==> src/rtl/pmic_regs_pkg.sv <==
package pmic_regs_pkg;
  localparam logic [9:0] ADDR_PAGE_CTL0 = 10'h000;
  localparam logic [9:0] ADDR_PAGE_CTL1 = 10'h080;
  localparam logic [9:0] ADDR_PAGE_CTL2 = 10'h100;
  localparam logic [9:0] ADDR_PAGE_CTL4 = 10'h200;
  localparam logic [9:0] ADDR_IN_STATUS = 10'h050;
  localparam logic [9:0] ADDR_REG_STATUS = 10'h051;
  localparam logic [9:0] ADDR_IN_EVENT = 10'h052;
  localparam logic [9:0] ADDR_REG_EVENT = 10'h053;
  localparam logic [9:0] ADDR_IN_MASK = 10'h054;
  localparam logic [9:0] ADDR_REG_MASK = 10'h055;
  localparam logic [9:0] ADDR_CONTROL = 10'h056;
  localparam logic [9:0] ADDR_PAIR_CFG = 10'h058;
  localparam logic [9:0] ADDR_LOCK_LO = 10'h0D0;
  localparam logic [9:0] ADDR_LOCK_HI = 10'h14F;
  localparam logic [7:0] PAGE_WMASK = 8'hC7;
  localparam logic [7:0] IN_EVT_WMASK = 8'h5F;
  localparam logic [7:0] REG_EVT_WMASK = 8'h3F;
  localparam int PAGE_AUTORET_BIT = 7;
  localparam int WRITE_MODE_BIT = 6;
  localparam int LOCK_BIT = 7;
  localparam int SLEW_SECOND_LSB = 5;
  localparam int SLEW_FIRST_LSB = 3;
  localparam int CMD_READ_BIT = 7;
  localparam int IN0_DEB_BIT = 3;
  localparam int IN0_POL_BIT = 2;
  localparam int IN1_DEB_BIT = 7;
  localparam int IN1_POL_BIT = 6;
  localparam logic [7:0] RST_PAGE = 8'h00;
  localparam logic [7:0] RST_MASK = 8'h00;
  localparam logic [7:0] RST_CONTROL = 8'h00;
  localparam logic [7:0] RST_PAIR_CFG = 8'h00;
  localparam int unsigned CLK_PERIOD_NS = 100;
  localparam int unsigned RAMP_STEP_NS [4] = '{4000, 2000, 1000, 500};
  localparam int unsigned DEBOUNCE_BASE_US = 100;
  localparam int unsigned DEBOUNCE_BASE_CYCLES = DEBOUNCE_BASE_US * 1000 / CLK_PERIOD_NS;
  localparam int unsigned DEBOUNCE_US [8] =
    '{0, 100, 1000, 10000, 50000, 250000, 500000, 1000000};

  typedef enum logic [1:0] {PH_CMD, PH_ADDR, PH_DATA} frame_phase_e;

  typedef struct packed {
    logic [1:0] ramp_done;
    logic [1:0] current_limit;
    logic thermal_shutdown_flag;
    logic thermal_warning;
    logic [1:0] output_in_range;
  } reg_status_s;

  typedef struct packed {
    logic [2:0] sclk_sy;
    logic [1:0] cs_sy;
    logic cs_prev;
    logic [1:0] mosi_sy;
    logic [1:0] tw_sy;
    logic [4:0] gpi_s1;
    logic [4:0] gpi_s2;
    logic uv_s1;
    logic uv_s2;
    logic uv_prev;
    reg_status_s rs_s1;
    reg_status_s rs_s2;
    reg_status_s rs_prev;
    frame_phase_e phase;
    logic [2:0] bitcnt;
    logic [7:0] shreg;
    logic rd;
    logic addr_ok;
    logic [9:0] addr;
    logic [7:0] tx;
    logic miso;
    logic miso_oe_n;
    logic [7:0] page;
    logic [7:0] mask_a;
    logic [7:0] mask_b;
    logic [7:0] control;
    logic [7:0] pair_cfg;
    logic [7:0] ev_a;
    logic [7:0] ev_b;
    logic [7:0] pend_a;
    logic [7:0] pend_b;
    logic [4:0] gpi_db;
    logic [4:0][19:0] db_cnt;
    logic [19:0] tick_cnt;
    logic tick;
    logic [1:0][5:0] ramp_cnt;
    logic [1:0] ramp_step;
    logic irq_n;
    logic ext_wr;
    logic [9:0] ext_addr;
    logic [7:0] ext_data;
  } state_s;
endpackage

==> src/rtl/pmic_control_event_registers.sv <==
`timescale 1ns/1ns
// Behaviour
// - Auto-return clears page select after access
// - Write-mode bit picks two-wire page/repeated write
// - Two-wire page codes map 256/128-register windows
// - Four-wire page codes map 128-register windows
// - Status reads return live levels, inputs bits 4:0
// - Ramp-done flags low while buck ramps
// - Current-limit flags high while limit reached
// - Thermal shutdown and warning flags track thresholds
// - Output-in-range flags high while voltage good
// - Status change latches event until host clears
// - Unmasked set event asserts interrupt output
// - Writing ones clears exactly those event bits
// - Events during clearing are held, then latched
// - Input event register: undervoltage, inputs (polarity-aware for inputs 0 and 1 only)
// - Regulator events: current, thermal, range loss
// - Input mask bits block interrupt only
// - Current masks block event; others block interrupt
// - Lock bit ignores writes to 0xD0-0x14F, except page control at 0x100
// - Slew code sets 10mV step interval
// - Debounce code selects none to 1000 ms
// - Mode bits for inputs 0 and 1 enable debouncing
module pmic_control_event_registers
  import pmic_regs_pkg::*;
#(
  parameter int unsigned DEB_BASE_CYCLES = DEBOUNCE_BASE_CYCLES
) (
  input wire logic sys_clk,
  input wire logic rst_n,
  input wire logic two_wire_sel,
  input wire logic sclk,
  input wire logic cs_n,
  input wire logic mosi,
  input wire logic [4:0] general_input,
  input wire logic io_supply_undervoltage,
  input wire reg_status_s regulator_in,
  output logic miso,
  output logic miso_oe_n,
  output logic interrupt_out_n,
  output logic ramp_step_first,
  output logic ramp_step_second,
  output logic ext_wr_strobe,
  output logic [9:0] ext_wr_addr,
  output logic [7:0] ext_wr_data
);

  logic [1:0] rst_sync_ff;
  logic rst_int_n;
  state_s s_ff;
  state_s nxt_s;

  function automatic logic [10:0] map_addr(logic tw, logic [2:0] pg, logic [7:0] a);
    logic [10:0] r;
    r = '0;
    if (tw) begin
      case (pg[2:1])
        2'b00: r = {1'b1, 2'b00, a};
        2'b01: r = {~a[7], 3'b010, a[6:0]};
        2'b10: r = {~a[7], 3'b100, a[6:0]};
        default: r = '0;
      endcase
    end else begin
      case (pg)
        3'b000: r = {1'b1, 3'b000, a[6:0]};
        3'b001: r = {1'b1, 3'b001, a[6:0]};
        3'b010: r = {1'b1, 3'b010, a[6:0]};
        3'b100: r = {1'b1, 3'b100, a[6:0]};
        default: r = '0;
      endcase
    end
    return r;
  endfunction

  function automatic logic [7:0] reg_read(state_s st, logic [9:0] a, logic ok);
    logic [7:0] r;
    r = 8'h00;
    if (ok) begin
      case (a)
        ADDR_PAGE_CTL0, ADDR_PAGE_CTL1, ADDR_PAGE_CTL2, ADDR_PAGE_CTL4: r = st.page;
        ADDR_IN_STATUS: r = {3'b000, st.gpi_db};
        ADDR_REG_STATUS: r = st.rs_s2;
        ADDR_IN_EVENT: r = st.ev_a;
        ADDR_REG_EVENT: r = st.ev_b;
        ADDR_IN_MASK: r = st.mask_a;
        ADDR_REG_MASK: r = st.mask_b;
        ADDR_CONTROL: r = st.control;
        ADDR_PAIR_CFG: r = st.pair_cfg;
        default: r = 8'h00;
      endcase
    end
    return r;
  endfunction

  always_ff @(posedge sys_clk or negedge rst_n) begin
    if (!rst_n) begin
      rst_sync_ff <= 2'b00;
    end else begin
      rst_sync_ff <= {rst_sync_ff[0], 1'b1};
    end
  end
  assign rst_int_n = rst_sync_ff[1];

  always_comb begin
    logic rise;
    logic fall;
    logic bitv;
    logic tw;
    logic [7:0] byte_in;
    logic [10:0] m;
    logic wr_go;
    logic [9:0] wa;
    logic [7:0] wd;
    logic clr_wr;
    logic [7:0] clr_a;
    logic [7:0] clr_b;
    logic [7:0] set_a;
    logic [7:0] set_b;
    logic [4:0] deb_on;
    logic [4:0] pol;
    logic [4:0] gpi_ev;
    logic [19:0] lim;
    logic [5:0] rlim;
    logic [1:0] spd;
    rise = 1'b0;
    fall = 1'b0;
    bitv = 1'b0;
    tw = 1'b0;
    byte_in = 8'h00;
    m = '0;
    wr_go = 1'b0;
    wa = '0;
    wd = 8'h00;
    clr_wr = 1'b0;
    clr_a = 8'h00;
    clr_b = 8'h00;
    set_a = 8'h00;
    set_b = 8'h00;
    deb_on = 5'h00;
    pol = 5'h00;
    gpi_ev = 5'h00;
    lim = '0;
    rlim = '0;
    spd = '0;
    nxt_s = s_ff;

    // Input synchronisers
    nxt_s.sclk_sy = {s_ff.sclk_sy[1:0], sclk};
    nxt_s.cs_sy = {s_ff.cs_sy[0], cs_n};
    nxt_s.cs_prev = s_ff.cs_sy[1];
    nxt_s.mosi_sy = {s_ff.mosi_sy[0], mosi};
    nxt_s.tw_sy = {s_ff.tw_sy[0], two_wire_sel};
    nxt_s.gpi_s1 = general_input;
    nxt_s.gpi_s2 = s_ff.gpi_s1;
    nxt_s.uv_s1 = io_supply_undervoltage;
    nxt_s.uv_s2 = s_ff.uv_s1;
    nxt_s.rs_s1 = regulator_in;
    nxt_s.rs_s2 = s_ff.rs_s1;
    rise = s_ff.sclk_sy[1] & ~s_ff.sclk_sy[2];
    fall = ~s_ff.sclk_sy[1] & s_ff.sclk_sy[2];
    bitv = s_ff.mosi_sy[1];
    tw = s_ff.tw_sy[1];
    nxt_s.ext_wr = 1'b0;

    // Serial frame engine
    if (s_ff.cs_sy[1]) begin
      nxt_s.phase = PH_CMD;
      nxt_s.bitcnt = 3'd0;
      nxt_s.miso = 1'b0;
      nxt_s.miso_oe_n = 1'b1;
    end else begin
      nxt_s.miso_oe_n = ~((s_ff.phase == PH_DATA) && s_ff.rd);
      if (fall && (s_ff.phase == PH_DATA) && s_ff.rd) begin
        nxt_s.miso = s_ff.tx[7];
        nxt_s.tx = {s_ff.tx[6:0], 1'b0};
      end
      if (rise) begin
        byte_in = {s_ff.shreg[6:0], bitv};
        nxt_s.shreg = byte_in;
        nxt_s.bitcnt = s_ff.bitcnt + 3'd1;
        if (s_ff.bitcnt == 3'd7) begin
          case (s_ff.phase)
            PH_CMD: begin
              nxt_s.rd = byte_in[CMD_READ_BIT];
              nxt_s.phase = PH_ADDR;
            end
            PH_ADDR: begin
              m = map_addr(tw, s_ff.page[2:0], byte_in);
              nxt_s.addr_ok = m[10];
              nxt_s.addr = m[9:0];
              nxt_s.phase = PH_DATA;
              if (s_ff.rd) begin
                nxt_s.tx = reg_read(s_ff, m[9:0], m[10]);
                nxt_s.addr = m[9:0] + 10'd1;
              end
            end
            PH_DATA: begin
              nxt_s.addr = s_ff.addr + 10'd1;
              if (s_ff.rd) begin
                nxt_s.tx = reg_read(s_ff, s_ff.addr, s_ff.addr_ok);
              end else begin
                wr_go = s_ff.addr_ok;
                wa = s_ff.addr;
                wd = byte_in;
                if (tw && s_ff.page[WRITE_MODE_BIT]) begin
                  nxt_s.phase = PH_ADDR;
                end
              end
            end
            default: nxt_s.phase = PH_CMD;
          endcase
        end
      end
    end

    // Register writes
    if (wr_go) begin
      case (wa)
        ADDR_PAGE_CTL0, ADDR_PAGE_CTL1, ADDR_PAGE_CTL2, ADDR_PAGE_CTL4: begin
          nxt_s.page = wd & PAGE_WMASK;
        end
        ADDR_IN_STATUS, ADDR_REG_STATUS: begin
          nxt_s.page = s_ff.page;
        end
        ADDR_IN_EVENT: begin
          clr_wr = 1'b1;
          clr_a = wd & IN_EVT_WMASK;
        end
        ADDR_REG_EVENT: begin
          clr_wr = 1'b1;
          clr_b = wd & REG_EVT_WMASK;
        end
        ADDR_IN_MASK: nxt_s.mask_a = wd & IN_EVT_WMASK;
        ADDR_REG_MASK: nxt_s.mask_b = wd & REG_EVT_WMASK;
        ADDR_CONTROL: nxt_s.control = wd;
        ADDR_PAIR_CFG: nxt_s.pair_cfg = wd;
        default: begin
          if (!(s_ff.control[LOCK_BIT] && wa >= ADDR_LOCK_LO && wa <= ADDR_LOCK_HI)) begin
            nxt_s.ext_wr = 1'b1;
            nxt_s.ext_addr = wa;
            nxt_s.ext_data = wd;
          end
        end
      endcase
    end

    // Debounce base tick
    if (s_ff.tick_cnt >= 20'(DEB_BASE_CYCLES - 1)) begin
      nxt_s.tick_cnt = '0;
      nxt_s.tick = 1'b1;
    end else begin
      nxt_s.tick_cnt = s_ff.tick_cnt + 20'd1;
      nxt_s.tick = 1'b0;
    end

    // Input debouncing
    deb_on = {3'b000, s_ff.pair_cfg[IN1_DEB_BIT], s_ff.pair_cfg[IN0_DEB_BIT]};
    pol = {3'b111, s_ff.pair_cfg[IN1_POL_BIT], s_ff.pair_cfg[IN0_POL_BIT]};
    lim = 20'(DEBOUNCE_US[s_ff.control[2:0]] / DEBOUNCE_BASE_US);
    for (int i = 0; i < 5; i++) begin
      if (!deb_on[i] || lim == '0) begin
        nxt_s.gpi_db[i] = s_ff.gpi_s2[i];
        nxt_s.db_cnt[i] = '0;
      end else if (s_ff.gpi_s2[i] == s_ff.gpi_db[i]) begin
        nxt_s.db_cnt[i] = '0;
      end else if (s_ff.tick) begin
        if (s_ff.db_cnt[i] + 20'd1 >= lim) begin
          nxt_s.gpi_db[i] = s_ff.gpi_s2[i];
          nxt_s.db_cnt[i] = '0;
        end else begin
          nxt_s.db_cnt[i] = s_ff.db_cnt[i] + 20'd1;
        end
      end
      gpi_ev[i] = pol[i] ? (nxt_s.gpi_db[i] & ~s_ff.gpi_db[i])
                         : (~nxt_s.gpi_db[i] & s_ff.gpi_db[i]);
    end

    // Event detection
    set_a = {1'b0, s_ff.uv_s2 & ~s_ff.uv_prev, 1'b0, gpi_ev};
    set_b[5:4] = s_ff.rs_s2.current_limit & ~s_ff.rs_prev.current_limit
                 & ~s_ff.mask_b[5:4];
    set_b[3] = s_ff.rs_s2.thermal_shutdown_flag & ~s_ff.rs_prev.thermal_shutdown_flag;
    set_b[2] = s_ff.rs_s2.thermal_warning & ~s_ff.rs_prev.thermal_warning;
    set_b[1:0] = ~s_ff.rs_s2.output_in_range & s_ff.rs_prev.output_in_range;
    nxt_s.uv_prev = s_ff.uv_s2;
    nxt_s.rs_prev = s_ff.rs_s2;

    if (clr_wr) begin
      nxt_s.ev_a = (s_ff.ev_a & ~clr_a) | s_ff.pend_a;
      nxt_s.ev_b = (s_ff.ev_b & ~clr_b) | s_ff.pend_b;
      nxt_s.pend_a = s_ff.pend_a | set_a;
      nxt_s.pend_b = s_ff.pend_b | set_b;
    end else begin
      nxt_s.ev_a = s_ff.ev_a | s_ff.pend_a | set_a;
      nxt_s.ev_b = s_ff.ev_b | s_ff.pend_b | set_b;
      nxt_s.pend_a = 8'h00;
      nxt_s.pend_b = 8'h00;
    end

    // Interrupt output
    nxt_s.irq_n = ~(|(s_ff.ev_a & ~s_ff.mask_a) | |(s_ff.ev_b & ~s_ff.mask_b));

    // Ramp step timing
    nxt_s.ramp_step = 2'b00;
    for (int b = 0; b < 2; b++) begin
      spd = (b == 0) ? s_ff.control[SLEW_FIRST_LSB +: 2] : s_ff.control[SLEW_SECOND_LSB +: 2];
      rlim = 6'(RAMP_STEP_NS[spd] / CLK_PERIOD_NS);
      if (s_ff.rs_s2.ramp_done[b]) begin
        nxt_s.ramp_cnt[b] = '0;
      end else if (s_ff.ramp_cnt[b] + 6'd1 >= rlim) begin
        nxt_s.ramp_cnt[b] = '0;
        nxt_s.ramp_step[b] = 1'b1;
      end else begin
        nxt_s.ramp_cnt[b] = s_ff.ramp_cnt[b] + 6'd1;
      end
    end

    // Page auto-return at end of access
    if (!s_ff.cs_prev && s_ff.cs_sy[1] && s_ff.page[PAGE_AUTORET_BIT]) begin
      nxt_s.page[2:0] = 3'b000;
    end
  end

  always_ff @(posedge sys_clk or negedge rst_int_n) begin
    if (!rst_int_n) begin
      s_ff <= '0;
      s_ff.cs_sy <= 2'b11;
      s_ff.cs_prev <= 1'b1;
      s_ff.miso_oe_n <= 1'b1;
      s_ff.irq_n <= 1'b1;
      s_ff.page <= RST_PAGE;
      s_ff.mask_a <= RST_MASK;
      s_ff.mask_b <= RST_MASK;
      s_ff.control <= RST_CONTROL;
      s_ff.pair_cfg <= RST_PAIR_CFG;
    end else begin
      s_ff <= nxt_s;
    end
  end

  assign miso = s_ff.miso;
  assign miso_oe_n = s_ff.miso_oe_n;
  assign interrupt_out_n = s_ff.irq_n;
  assign ramp_step_first = s_ff.ramp_step[0];
  assign ramp_step_second = s_ff.ramp_step[1];
  assign ext_wr_strobe = s_ff.ext_wr;
  assign ext_wr_addr = s_ff.ext_addr;
  assign ext_wr_data = s_ff.ext_data;

endmodule

==> config.mk <==
export PLATFORM = sky130hd
export DESIGN_NAME = pmic_control_event_registers
export DESIGN_NICKNAME = d
export VERILOG_FILES = /design/src/rtl/pmic_regs_pkg.sv /design/src/rtl/pmic_control_event_registers.sv
export SDC_FILE = /design/constraint.sdc
export NUM_CORES = 1
export LEC_CHECK = 0
export ABC_AREA = 1
export BUFFER_PORTS_ARGS = -buffer_cell sky130_fd_sc_hd__buf_2
export CORE_MARGIN = 4
export CORE_UTILIZATION = 46
export DETAILED_ROUTE_END_ITERATION = 10
export HOLD_SLACK_MARGIN = 0.1
export PLACE_DENSITY_LB_ADDON = 0.08
export SLEW_MARGIN = 20
export SYNTH_ARGS = -nofsm -noshare
export SYNTH_HDL_FRONTEND = slang
export SYNTH_SLANG_ARGS = --single-unit
export TNS_END_PERCENT = 20
==> constraint.sdc <==
create_clock -name sys_clk -period 9.59 [get_ports sys_clk]
set_input_delay 1.918 -clock sys_clk [delete_from_list [all_inputs] [get_ports sys_clk]]
set_output_delay 1.918 -clock sys_clk [all_outputs]
set_load 0.01 [all_outputs]
After elaboration in Yosys (flattened, before gate mapping)
Memories as Yosys holds them, arrays and structs flattened.
Index checks and enable logic that the tools add are counted.
Widths: inputs -> output; s select.
{"block": "classes", "n_div": 3, "n_eq_ne": 45, "n_bitwise": 56, "n_addsub": 8, "mux": 92, "n_reduce_logical": 47, "n_lt_le_gt_ge": 10}
{"operator": "$eq 10x7->1 const B", "count": 24}
{"operator": "$mux 32", "count": 7}
{"operator": "$mux 20", "count": 9}
{"operator": "$pmux 8 s9", "count": 2}
{"operator": "$bmux 32 s2", "count": 2}
{"operator": "$div 32x7->32 const B", "count": 3}
{"operator": "$mux 8", "count": 10}
{"operator": "$add 20x1->20 const B", "count": 3}
{"operator": "$mux 19", "count": 3}
{"operator": "$mux 11", "count": 5}
{"operator": "$mux 10", "count": 5}
{"operator": "$pmux 11 s4", "count": 1}
{"operator": "$mux 6", "count": 7}
{"operator": "$ge 20x20->1", "count": 2}
{"operator": "$pmux 18 s2", "count": 1}
{"operator": "$mux 35", "count": 1}
{"operator": "$mux 33", "count": 1}
{"operator": "$pmux 11 s3", "count": 1}
{"operator": "$and 8x8->8", "count": 4}
{"operator": "$or 8x8->8", "count": 4}
{"operator": "$eq 10x10->1 const B", "count": 3}
{"operator": "$eq 10x8->1 const B", "count": 3}
{"operator": "$eq 10x9->1 const B", "count": 3}
{"operator": "$logic_not 10->1", "count": 3}
{"operator": "53 further kinds", "count": 154}
{"block": "word_totals", "wordCells": 318, "mem_bits_ro": 256, "memories": 1, "register_bits": 247}
{"name": "(name not given)", "words": 8, "word_bits": 32, "read_ports": 1, "rd_clocked_by_memory_dff": 0, "wr": 0, "line": "pmic_control_event_registers.sv:259", "rtl": "lim = 20'(DEBOUNCE_US[s_ff.control[2:0]] / DEBOUNCE_BASE_US);"}

Longest topological paths before layout
Gate-level depths: netlist of run 1.
{"block": "logic_depth", "depth_word": 16, "ltp_mapped": 115, "mapped_depth_nobuf": 112}

Worst setup path before layout of run 1
No wires, ideal clock.
{"block": "synth_timing", "path_type": "register to register", "from": "reg s_ff[201] (netlist name)", "to": "reg s_ff[79] (netlist name)", "arrival_time_ns": 11.499, "path_slack_ns": -1.991, "synth_period_minus_slack_ns": 11.581, "required_time_ns": 9.507, "stages_incl_launch_ff": 97, "cell_sequence": "dfrtp_1 > inv_1 > ha_1 > inv_2 > nand2_1 > inv_1 > nand2_1 > nand2_1 > nand2_1 > nand2_4 > nand3_2 > nand2_4 > nand3_4 > nand2_1 > nand2_2 > nor2_4 > nand3_4 > nand2_1 > (+61 left out) > nand3_1 > ha_1 > inv_1 > a21boi_0 > o21a_1 > o21ai_0 > nand2_1 > a21oi_1 > o21bai_1 > a21oi_1 > o21bai_1 > a21oi_1 > o21ai_0 > nand3_1 > nand3_1 > nor2_1 > nand3_4 > o21ai_0"}
{"block": "synth_between", "elab_chain_len": 10, "elab_cells_between_ends": 13}
{"element": "start: declaration", "line": "pmic_control_event_registers.sv:50", "rtl": "state_s s_ff;"}
{"element": "start signal: assignment", "line": "pmic_control_event_registers.sv:337", "rtl": "s_ff <= nxt_s;"}
{"element": "$not 3->4 (implied by the code) (*)", "line": "pmic_control_event_registers.sv:259"}
{"element": "$mem_v2 8x32 (*)"}
{"element": "$mux 32 (implied by the code) (*) (2 in series)", "line": "pmic_control_event_registers.sv:259"}
{"element": "$div 32x7->32 (*)", "line": "pmic_control_event_registers.sv:259"}
{"element": "$ge 20x20->1", "line": "pmic_control_event_registers.sv:267", "rtl": "if (s_ff.db_cnt[i] + 20'd1 >= lim) begin"}
{"element": "$mux 20", "line": "pmic_control_event_registers.sv:267"}
{"element": "$mux 20", "line": "pmic_control_event_registers.sv:266", "rtl": "end else if (s_ff.tick) begin"}
{"element": "$mux 20", "line": "pmic_control_event_registers.sv:264", "rtl": "end else if (s_ff.gpi_s2[i] == s_ff.gpi_db[i]) begin"}
{"element": "$mux 20", "line": "pmic_control_event_registers.sv:261", "rtl": "if (!deb_on[i] || lim == '0) begin"}
Mark *: on every way between the ends. The rest lies on a longest branch, timed or not. The select of a mux whose other input is x is not followed.
A chain may end at the register's enable or synchronous reset.

Final worst setup path of run 1
{"block": "layout_timing", "from": "reg s_ff[201] (netlist name)", "to": "reg s_ff[77] (netlist name)"}
The elaborated chain is that of the path after synthesis.

==> results of run 1 <==
## Yosys cell counts, types with 9 or more instances
library cell / count
inv_2: 33
nand3_1: 241
o22ai_1: 34
nor3_1: 60
o21ai_1: 30
o21bai_1: 19
nand3_4: 18
a21oi_1: 74
buf_4: 24
nand2_2: 87
nand2_1: 718
nor2_4: 25
ha_1: 77
nor2_1: 320
inv_1: 423
nor2_8: 9
a221oi_1: 16
nand2_4: 30
clkbuf_1: 25
nand4_1: 78
dfrtp_1: 233
nand3_2: 36
nor4_1: 20
nor2_2: 33
xor2_1: 53
o21ai_0: 139
nand3b_1: 13
xnor2_1: 9
## registers in the layout (all words and copies together), names as in the netlist
register          flops
ramp_step_second      1
s_ff                180
nxt_s                32
miso_oe_n             1
ramp_step_first       1
ext_wr_strobe         1
interrupt_out_n       1
ext_wr_addr          10
miso                  1
rst_sync_ff           2
ext_wr_data           8
## worst register-to-register path: cells and delay by family (launching register included)
| kind | cells | cell delay [ns] |
|---|---|---|
| AND/OR/NAND/NOR | 69 | 7.77 |
| adder cells (fa/ha/maj) | 4 | 0.77 |
| flip-flops | 1 | 0.51 |
| buffers and inverters | 10 | 1.25 |
| AO/OA/AOI/OAI | 12 | 1.74 |
## routing by layer
metal	vias to the layer above	routed length [um]
li1	11045	-
met1	10634	29600
met2	644	35600
met3	183	3150
met4	0	3440
met5	-	0
## worst max-delay path by stage
stage / start / end / slack [ns]
detailed placement: s_ff[202] / s_ff[77] / -2.61
floorplan: s_ff[201] / s_ff[185] / -1.61
finish: s_ff[201] / s_ff[77] / -2.52
global placement: s_ff[202] / s_ff[77] / -2.42
global route: s_ff[201] / s_ff[77] / -3.35
CTS: s_ff[201] / s_ff[83] / -2.15
## cell families (layout without fill, tap and decap cells)
family,count (synthesis),after routing,synth area share
AND/OR/NAND/NOR,1706,1716,0.411
XOR/XNOR,62,62,0.0262
other,2,11,0.000362
flip-flops,238,238,0.288
buffers and inverters,540,1153,0.114
AO/OA/AOI/OAI,389,389,0.114
multiplexers,1,1,0.000483
adder cells (fa/ha/maj),77,77,0.0465
## power groups by stage
stage	Combinational [mW]	Clock (mW)	Sequential [mW]
3_5_place_dp	0.116	0	1.06
2_1_floorplan	0.0660	0	1.07
5_1_grt	0.133	1.18	1.05
4_1_cts	0.117	1.14	1.05
6_report	0.117	1.11	1.05
3_3_place_gp	0.113	0	1.06
## metrics by stage
stage	power, mW	cells	worst slack (ns)	instance area (sq um)	setup TNS (ns)
after floorplan	1.14	3024	-1.61	21100	-56.40
after global placement	1.18	4059	-2.42	25000	-93.28
after detailed placement	1.18	4059	-2.61	25000	-100.26
after CTS	2.30	4181	-2.15	27400	-75.93
after global routing	2.36	4239	-3.35	28400	-130.95
final	2.27	4239	-2.52	28400	-93.88
## cell type report
class                   count  area, sq um
clock buffers              31          711
well taps                 592          741
multi-input cells        2256        14000
clock inverters            17          253
inverters                 472         1860
flip-flops and latches    238         5970
repair buffers            633         4930
fillers                  4034        16000
## repair_timing
action,4_1_cts,5_1_grt
buffers inserted,65,56
setup endpoints to repair,46,46
resized for setup,195,124
cloned,9,2
pin swaps,109,125
==> metrics, run 1 <==
CTS Hold Bufs 0; crit path max-delay cell type dfrtp_2; Net Sw Power 0.547 mW; switch share 0.240; Worst-path clk slew 0.06 ns; Slew @ Worst Pin 1.08 ns; crit path kind flip-flop to flip-flop; RePlAce Congestion 1.03; Synth Register Bits 238; Remaining DRCs 0; fin util 0.640; number of H-tree levels 1; vias in the first global route 22.4k; Hold Violations, Final 0; met3 Usage GRT 0.0225; Pint 1.73 mW; routed wire length 71700 um; Clk network pwr share 0.489; CP delay by family, top simple AND/OR/NAND/NOR gates; top cell type's share of synthesized area 0.281; sequential area share after synthesis 0.288; PortBufs 43; CP max FO 8; outcome finished, violations left; vias per std cell 5.31; # rows 77; fin. max-slew vios 0; chip height 220 um; PnR worst setup slack -2.52 ns; placed wire-length estimate 55200 um; Final Cycle Share 1.26; CTS max path bufs 3; Mapped Area 20700 sq um; worst vdd ir 0.148 mV; Hold Worst Slack 0.293 ns; Hold Path Class flip-flop to asynchronous set/reset pin; Worst Path Required 10.07 ns; ys async rst share 1.00; most common cell after layout, fill and taps aside nand2_1; fmax 82.6 MHz; Antenna Violating Nets Remaining 0; r2r setup slk -2.52 ns; Avg Cell Area, Syn 6.87 sq um; Cell variety after synth 71; EDFF count, synth 0; commonest cells after routing, fill and taps aside nand2_1, buf_4, inv_1; crit-path max cell delay 0.51 ns; clock skew 0.0127 ns; Flop pwr share 0.459; Final #Nets 3724; routed len/inst 16.9 um; largest net degree at the start of global routing 81; area growth from synthesis to layout 37.2%; Sink Count 238; CTS Buf Count 26; initial antenna violation count 0; initial DRC count 1482; failing checks setup timing; GRT Resource Usage Total 0.291; share of cells above drive strength 1 0.334; R2R depth 95; ranking of synthesized cells by area dfrtp_1, nand2_1, inv_1; Setup crit start kind flip-flop; die width 220 um; largest area contributor in the netlist dfrtp_1; CTS tree done; Starting Density 0.467; Die Area 48500 sq um; CTS root buf clkbuf_16; grt peak-use layer met2; clock latency reported for the late side of the worst-skew pair 0.55 ns; crit path DAT 12.59 ns; Slew HR 0.274; post-route minimum period 12.11 ns; Vias 22.5k; Buffers & Inverters on Critical Path 10; Synth warnings 0; reg-to-reg startpoint s_ff[201]; router iterations before antenna repair 7; Primary FF master, synth dfrtp_1; Stages on worst setup path 95; Pwr Density 80.0 nW/um^2; crit end category flip-flop; RSZ-0062 raised after global routing true; total grt overflow 0; core area 44400 sq um; end of the worst register-to-register path s_ff[77]; LEAKAGE 15.4 nW; first-pass GRT wire length 115000 um; max-cap viol count 0; Mapped Cells 3015; combinational power share 0.052; Final setup violation count 46; ANT cells 0; met1 usage 0.362; M2 GR Usage 0.520; io pins 44
(Power assumes the default switching activity.)
==> run 2, diff against run 1 <==
- CORE_MARGIN: 4 -> default
==> run 2 against run 1 <==
Compared with the run above: the flow still finishes with violations (setup timing); wire length shrank 0.59%; sequential cell count is the same; power shrank 6.2%; final cell count is essentially flat; first-iteration DRC count shrank 19%; utilization is essentially flat; maximum frequency grew 0.46%; largest power group is now sequential cells; highest routed layer unchanged.
==> metrics, run 2 (synthesized netlist as in run 1, its figures left out) <==
chip height 214 um; fin. max-slew vios 0; most common cell after layout, fill and taps aside nand2_1; commonest cells after routing, fill and taps aside nand2_1, buf_4, inv_1; Vias 22.3k; ANT cells 0; Die Area 45900 sq um; die width 214 um; PortBufs 43; post-route cell area 28400 sq um; Remaining DRCs 0; placed wire-length estimate 55500 um; M2 GR Usage 0.561; Total Power 2.13 mW; vias per std cell 5.25; Hold Violations, Final 0; crit end category flip-flop; Pwr Density 75.2 nW/um^2; CTS Buf Count 25; number of H-tree levels 1; Slew @ Worst Pin 1.05 ns; PnR worst setup slack -2.46 ns; io pins 44; Slew HR 0.294; largest net degree at the start of global routing 75; Worst-path clk slew 0.07 ns; met1 usage 0.381; worst vdd ir 0.173 mV; met3 Usage GRT 0.0193; RePlAce Congestion 0.969; crit path kind flip-flop to flip-flop; router iterations before antenna repair 5; dpl cell area 25200 sq um; routed wire length 71300 um; max-cap viol count 0; grt peak-use layer met2; Biggest register s_ff; Final Cycle Share 1.26; vias in the first global route 22.4k; Antenna Violating Nets Remaining 0; outcome finished, violations left; Starting Density 0.468; CTS max path bufs 3; CTS tree done; Final #Nets 3731; Largest register FFs 180; failing checks setup timing; GRT Resource Usage Total 0.309; area growth from synthesis to layout 36.9%; # rows 77; CP max FO 9; first-pass GRT wire length 116000 um; crit path max-delay cell type dfrtp_2; Final setup violation count 46; Setup crit start kind flip-flop; Hold Path Class flip-flop to asynchronous set/reset pin; post-route minimum period 12.05 ns; LEAKAGE 15.4 nW; initial antenna violation count 0; Hold Worst Slack 0.245 ns; crit path DAT 12.51 ns; share of cells above drive strength 1 0.336; core area 44300 sq um; Worst Path Required 10.05 ns; RSZ-0062 raised after global routing true; routed len/inst 16.8 um; initial DRC count 1196; fmax 83.0 MHz; total grt overflow 0; clock latency reported for the late side of the worst-skew pair 0.54 ns; Sink Count 238; crit-path max cell delay 0.50 ns; CTS root buf clkbuf_16; clock skew 0.0102 ns
[run 2: worst paths after layout]
| path | start | endpoint | slack, ns | cells past startpoint |
|---|---|---|---|---|
| worst max-delay path | s_ff[201] | s_ff[86] | -2.46 | 97 |
| worst min-delay path | rst_sync_ff[1] | s_ff[28] | 0.25 | 0 |
| worst max register to register | s_ff[201] | s_ff[86] | -2.46 | 97 |
| worst min register to register | rst_sync_ff[1] | s_ff[28] | 0.25 | 0 |
| max in group asynchronous | rst_sync_ff[1] | s_ff[272] | 7.26 | 2 |
| min in group sys_clk | nxt_s[281] | nxt_s[273] | 0.34 | 0 |
[run 2: per-layer routing]
layer  up-vias  routed length [um]
met5         -                   0
met2       529               36000
li1      11040                   -
met4         0                2640
met3       159                2450
met1     10544               30200
[run 2: through the flow]
stage	TNS, ns	cells	util	setup WS [ns]
floorplan	-56.40	3024	-	-1.61
global placement	-92.79	4081	0.570	-2.41
detailed placement	-103.57	4081	0.570	-2.67
CTS	-78.79	4212	0.623	-2.11
global route	-130.67	4243	0.640	-3.32
finish	-93.66	4243	0.640	-2.46
[run 2: critical path: cells and delay by family (launching register included)]
family / cells / cell delay (ns)
AND/OR/NAND/NOR: 63 / 7.15
adder cells (fa/ha/maj): 3 / 0.60
buffers and inverters: 17 / 1.98
flip-flops: 1 / 0.50
AO/OA/AOI/OAI: 14 / 1.69
[run 2: layout make-up]
| class | count | area (sq um) |
|---|---|---|
| fillers | 3997 | 15900 |
| multi-input cells | 2251 | 13900 |
| flip-flops and latches | 238 | 5970 |
| repair buffers | 646 | 5070 |
| inverters | 472 | 1850 |
| well taps | 592 | 741 |
| clock buffers | 33 | 696 |
| clock inverters | 11 | 121 |
[run 2: what timing repair did]
action,in CTS,in global routing
endpoints found under the setup margin,46,46
pin swaps,150,59
setup buffers,80,31
gates resized for setup,206,115
gates cloned,7,0
hold buffers,0,0
[run 2: power by group]
group | switching, mW | internal [mW] | leakage, nW | total [mW]
clock | 0.406 | 0.564 | 0.399 | 0.971
combinational | 0.0900 | 0.0280 | 11.9 | 0.118
sequential | 0.0168 | 1.03 | 3.08 | 1.04
total | 0.513 | 1.62 | 15.4 | 2.13
==> run 3, diff against run 2 <==
- ABC_AREA: 1 -> default
==> run 3 against run 2 <==
Compared with the run above: the flow still finishes with violations (setup timing); highest routed layer unchanged; cell area fell by 9.0%; first-iteration DRC count up 29%; sequential share of layout area increased by 2.1 points; sequential cell count is the same; combinational power down 19%; maximum frequency decreased by 16%; clock power shrank 3.2%; die area decreased by 7.9%; final cell count is 19% lower; critical endpoint is now s_ff[155].
==> metrics, run 3 <==
outcome finished, violations left; failing checks setup timing; Hold Violations, Final 0; Buffers & Inverters on Critical Path 7; post-route cell area 25800 sq um; # rows 74; Worst-path clk slew 0.07 ns; fmax 69.4 MHz; post-route minimum period 14.40 ns; vias in the first global route 20.1k; Setup crit start kind flip-flop; Final Cycle Share 1.50; hold depth 0; synth cell count leaders nand2_1, dfrtp_1, nor2_1; Mapped Area 19100 sq um; Hold Worst Slack 0.348 ns; R2R depth 76; Primary FF master, synth dfrtp_1; CP delay by family, top compound AO/OA/AOI/OAI gates; Vias 20.3k; core area 40800 sq um; CTS Buf Count 23; CTS root buf clkbuf_16; RePlAce Congestion 1.01; placed wire-length estimate 51600 um; Avg Cell Area, Syn 8.16 sq um; first-pass GRT wire length 107000 um; LEAKAGE 11.7 nW; Post-Place Cells 3331; clock latency reported for the late side of the worst-skew pair 0.54 ns; Largest register FFs 180; EDFF count, synth 0; CTS tree done; Place WS -5.22 ns; Die Area 42300 sq um; routed wire length 67500 um; Final #Nets 2986; Fillers 3590; sequential area share after synthesis 0.313; fin util 0.632; largest area contributor in the netlist dfrtp_1; dpl cell area 23800 sq um; PortBufs 43; Synth warnings 0; Sink Count 238; area growth from synthesis to layout 35.3%; initial DRC count 1539; io pins 44; crit-path max cell delay 0.56 ns; CTS max path bufs 3; Starting Density 0.467; most common cell after layout, fill and taps aside buf_4; commonest cells after routing, fill and taps aside buf_4, nand2_1, dfrtp_1; max-cap viol count 0; largest net degree at the start of global routing 83; Pwr Density 82.3 nW/um^2; crit end category flip-flop; fin. max-slew vios 0; crit path kind flip-flop to flip-flop; vias per std cell 5.90; Slew @ Worst Pin 1.15 ns; share of cells above drive strength 1 0.328; chip height 206 um; routed len/inst 19.6 um; Synth Register Bits 238; setup_tns -187.33 ns; number of H-tree levels 1; Biggest register s_ff; clock skew 0.0153 ns; top cell type's share of synthesized area 0.306; Total Power 2.13 mW; GRT Resource Usage Total 0.317; ranking of synthesized cells by area dfrtp_1, ha_1, nand2_1; CP max FO 7; crit path max-delay cell type or4b_4; PnR worst setup slack -4.81 ns; total grt overflow 0; initial antenna violation count 0; CTS Hold Bufs 0; crit path DAT 14.83 ns; router iterations before antenna repair 7; Final setup violation count 46; ANT cells 0; ys async rst share 1.00; top-count cell post-synth nand2_1; Antenna Violating Nets Remaining 0; RSZ-0062 raised after global routing true; Remaining DRCs 0; die width 206 um; Worst Path Required 10.02 ns; worst vdd ir 0.160 mV; Stages on worst setup path 76; Slew HR 0.228; Cell variety after synth 120; Mapped Cells 2339; final non-filler cell total 3438; Hold Path Class flip-flop to flip-flop
## run 3: changes by cell type in the layout (fill, tap and decap cells not counted), sizes merged, moves of 49 or more
| cell | change |
|---|---|
| nand3 | -190 |
| xnor2 | +49 |
| a21oi | +59 |
| nor2 | -160 |
| inv | -387 |
| nand2 | -593 |
## run 3: timing repair
action	in CTS	in global routing
setup buffers	58	8
resized for setup	106	62
endpoints found under the setup margin	46	46
pin swaps	68	22
cloned	1	0
## run 3: path summary, 6_finish.rpt
path	slack, ns	start	end
setup / recovery	-4.81	s_ff[201]	s_ff[155]
hold / removal	0.35	nxt_s[297]	nxt_s[158]
setup reg to reg	-4.81	s_ff[201]	s_ff[155]
hold reg to reg	0.35	nxt_s[297]	nxt_s[158]
max in group asynchronous	7.56	rst_sync_ff[1]	s_ff[260]
min in group asynchronous	0.47	rst_sync_ff[1]	s_ff[26]
## run 3: metal layers
layer  vias to the layer above  GRT usage  routed length [um]
met5                         -          0                   0
met4                         0      0.115                2440
met3                       168     0.0320                3120
met2                       606      0.560               33500
met1                      9808      0.399               28500
li1                       9717          -                   -
## run 3: power by group
group / total (mW) / leakage, nW / switching (mW) / internal [mW]
Combinational: 0.0953 / 8.28 / 0.0553 / 0.0400
Clock: 0.940 / 0.381 / 0.408 / 0.532
Sequential: 1.09 / 3.08 / 0.0603 / 1.03
Total: 2.13 / 11.7 / 0.523 / 1.60
## run 3: kinds of logic (layout without fill, tap and decap cells)
| family | count (synthesis) | count (layout) | synth area share |
|---|---|---|---|
| buf+inv | 210 | 768 | 0.0490 |
| fa+ha+maj | 78 | 78 | 0.0510 |
| mux | 38 | 38 | 0.0213 |
| compound gates | 697 | 697 | 0.255 |
| other cells | 2 | 11 | 0.000394 |
| flops | 238 | 238 | 0.313 |
| simple gates | 976 | 976 | 0.264 |
| xor+xnor | 100 | 100 | 0.0466 |
## run 3: cell type report
class                   instances  area (sq um)  share of cell area
repair buffers                649          4890               0.190
clock buffers                  28           634              0.0246
inverters                      76           297              0.0115
well taps                     532           666              0.0258
multi-input cells            1900         13200               0.511
flip-flops and latches        238          5970               0.231
clock inverters                14           149             0.00577
repair inverters                1          7.51            0.000291
## run 3: worst register-to-register path, delay by kind of cell, from the launching register on
kind            cells  cell delay [ns]
fa+ha+maj           5             1.03
xor+xnor            2             0.22
mux                 2             0.43
flops               1             0.43
simple gates       29             5.57
compound gates     31             5.77
buf+inv             7             0.83
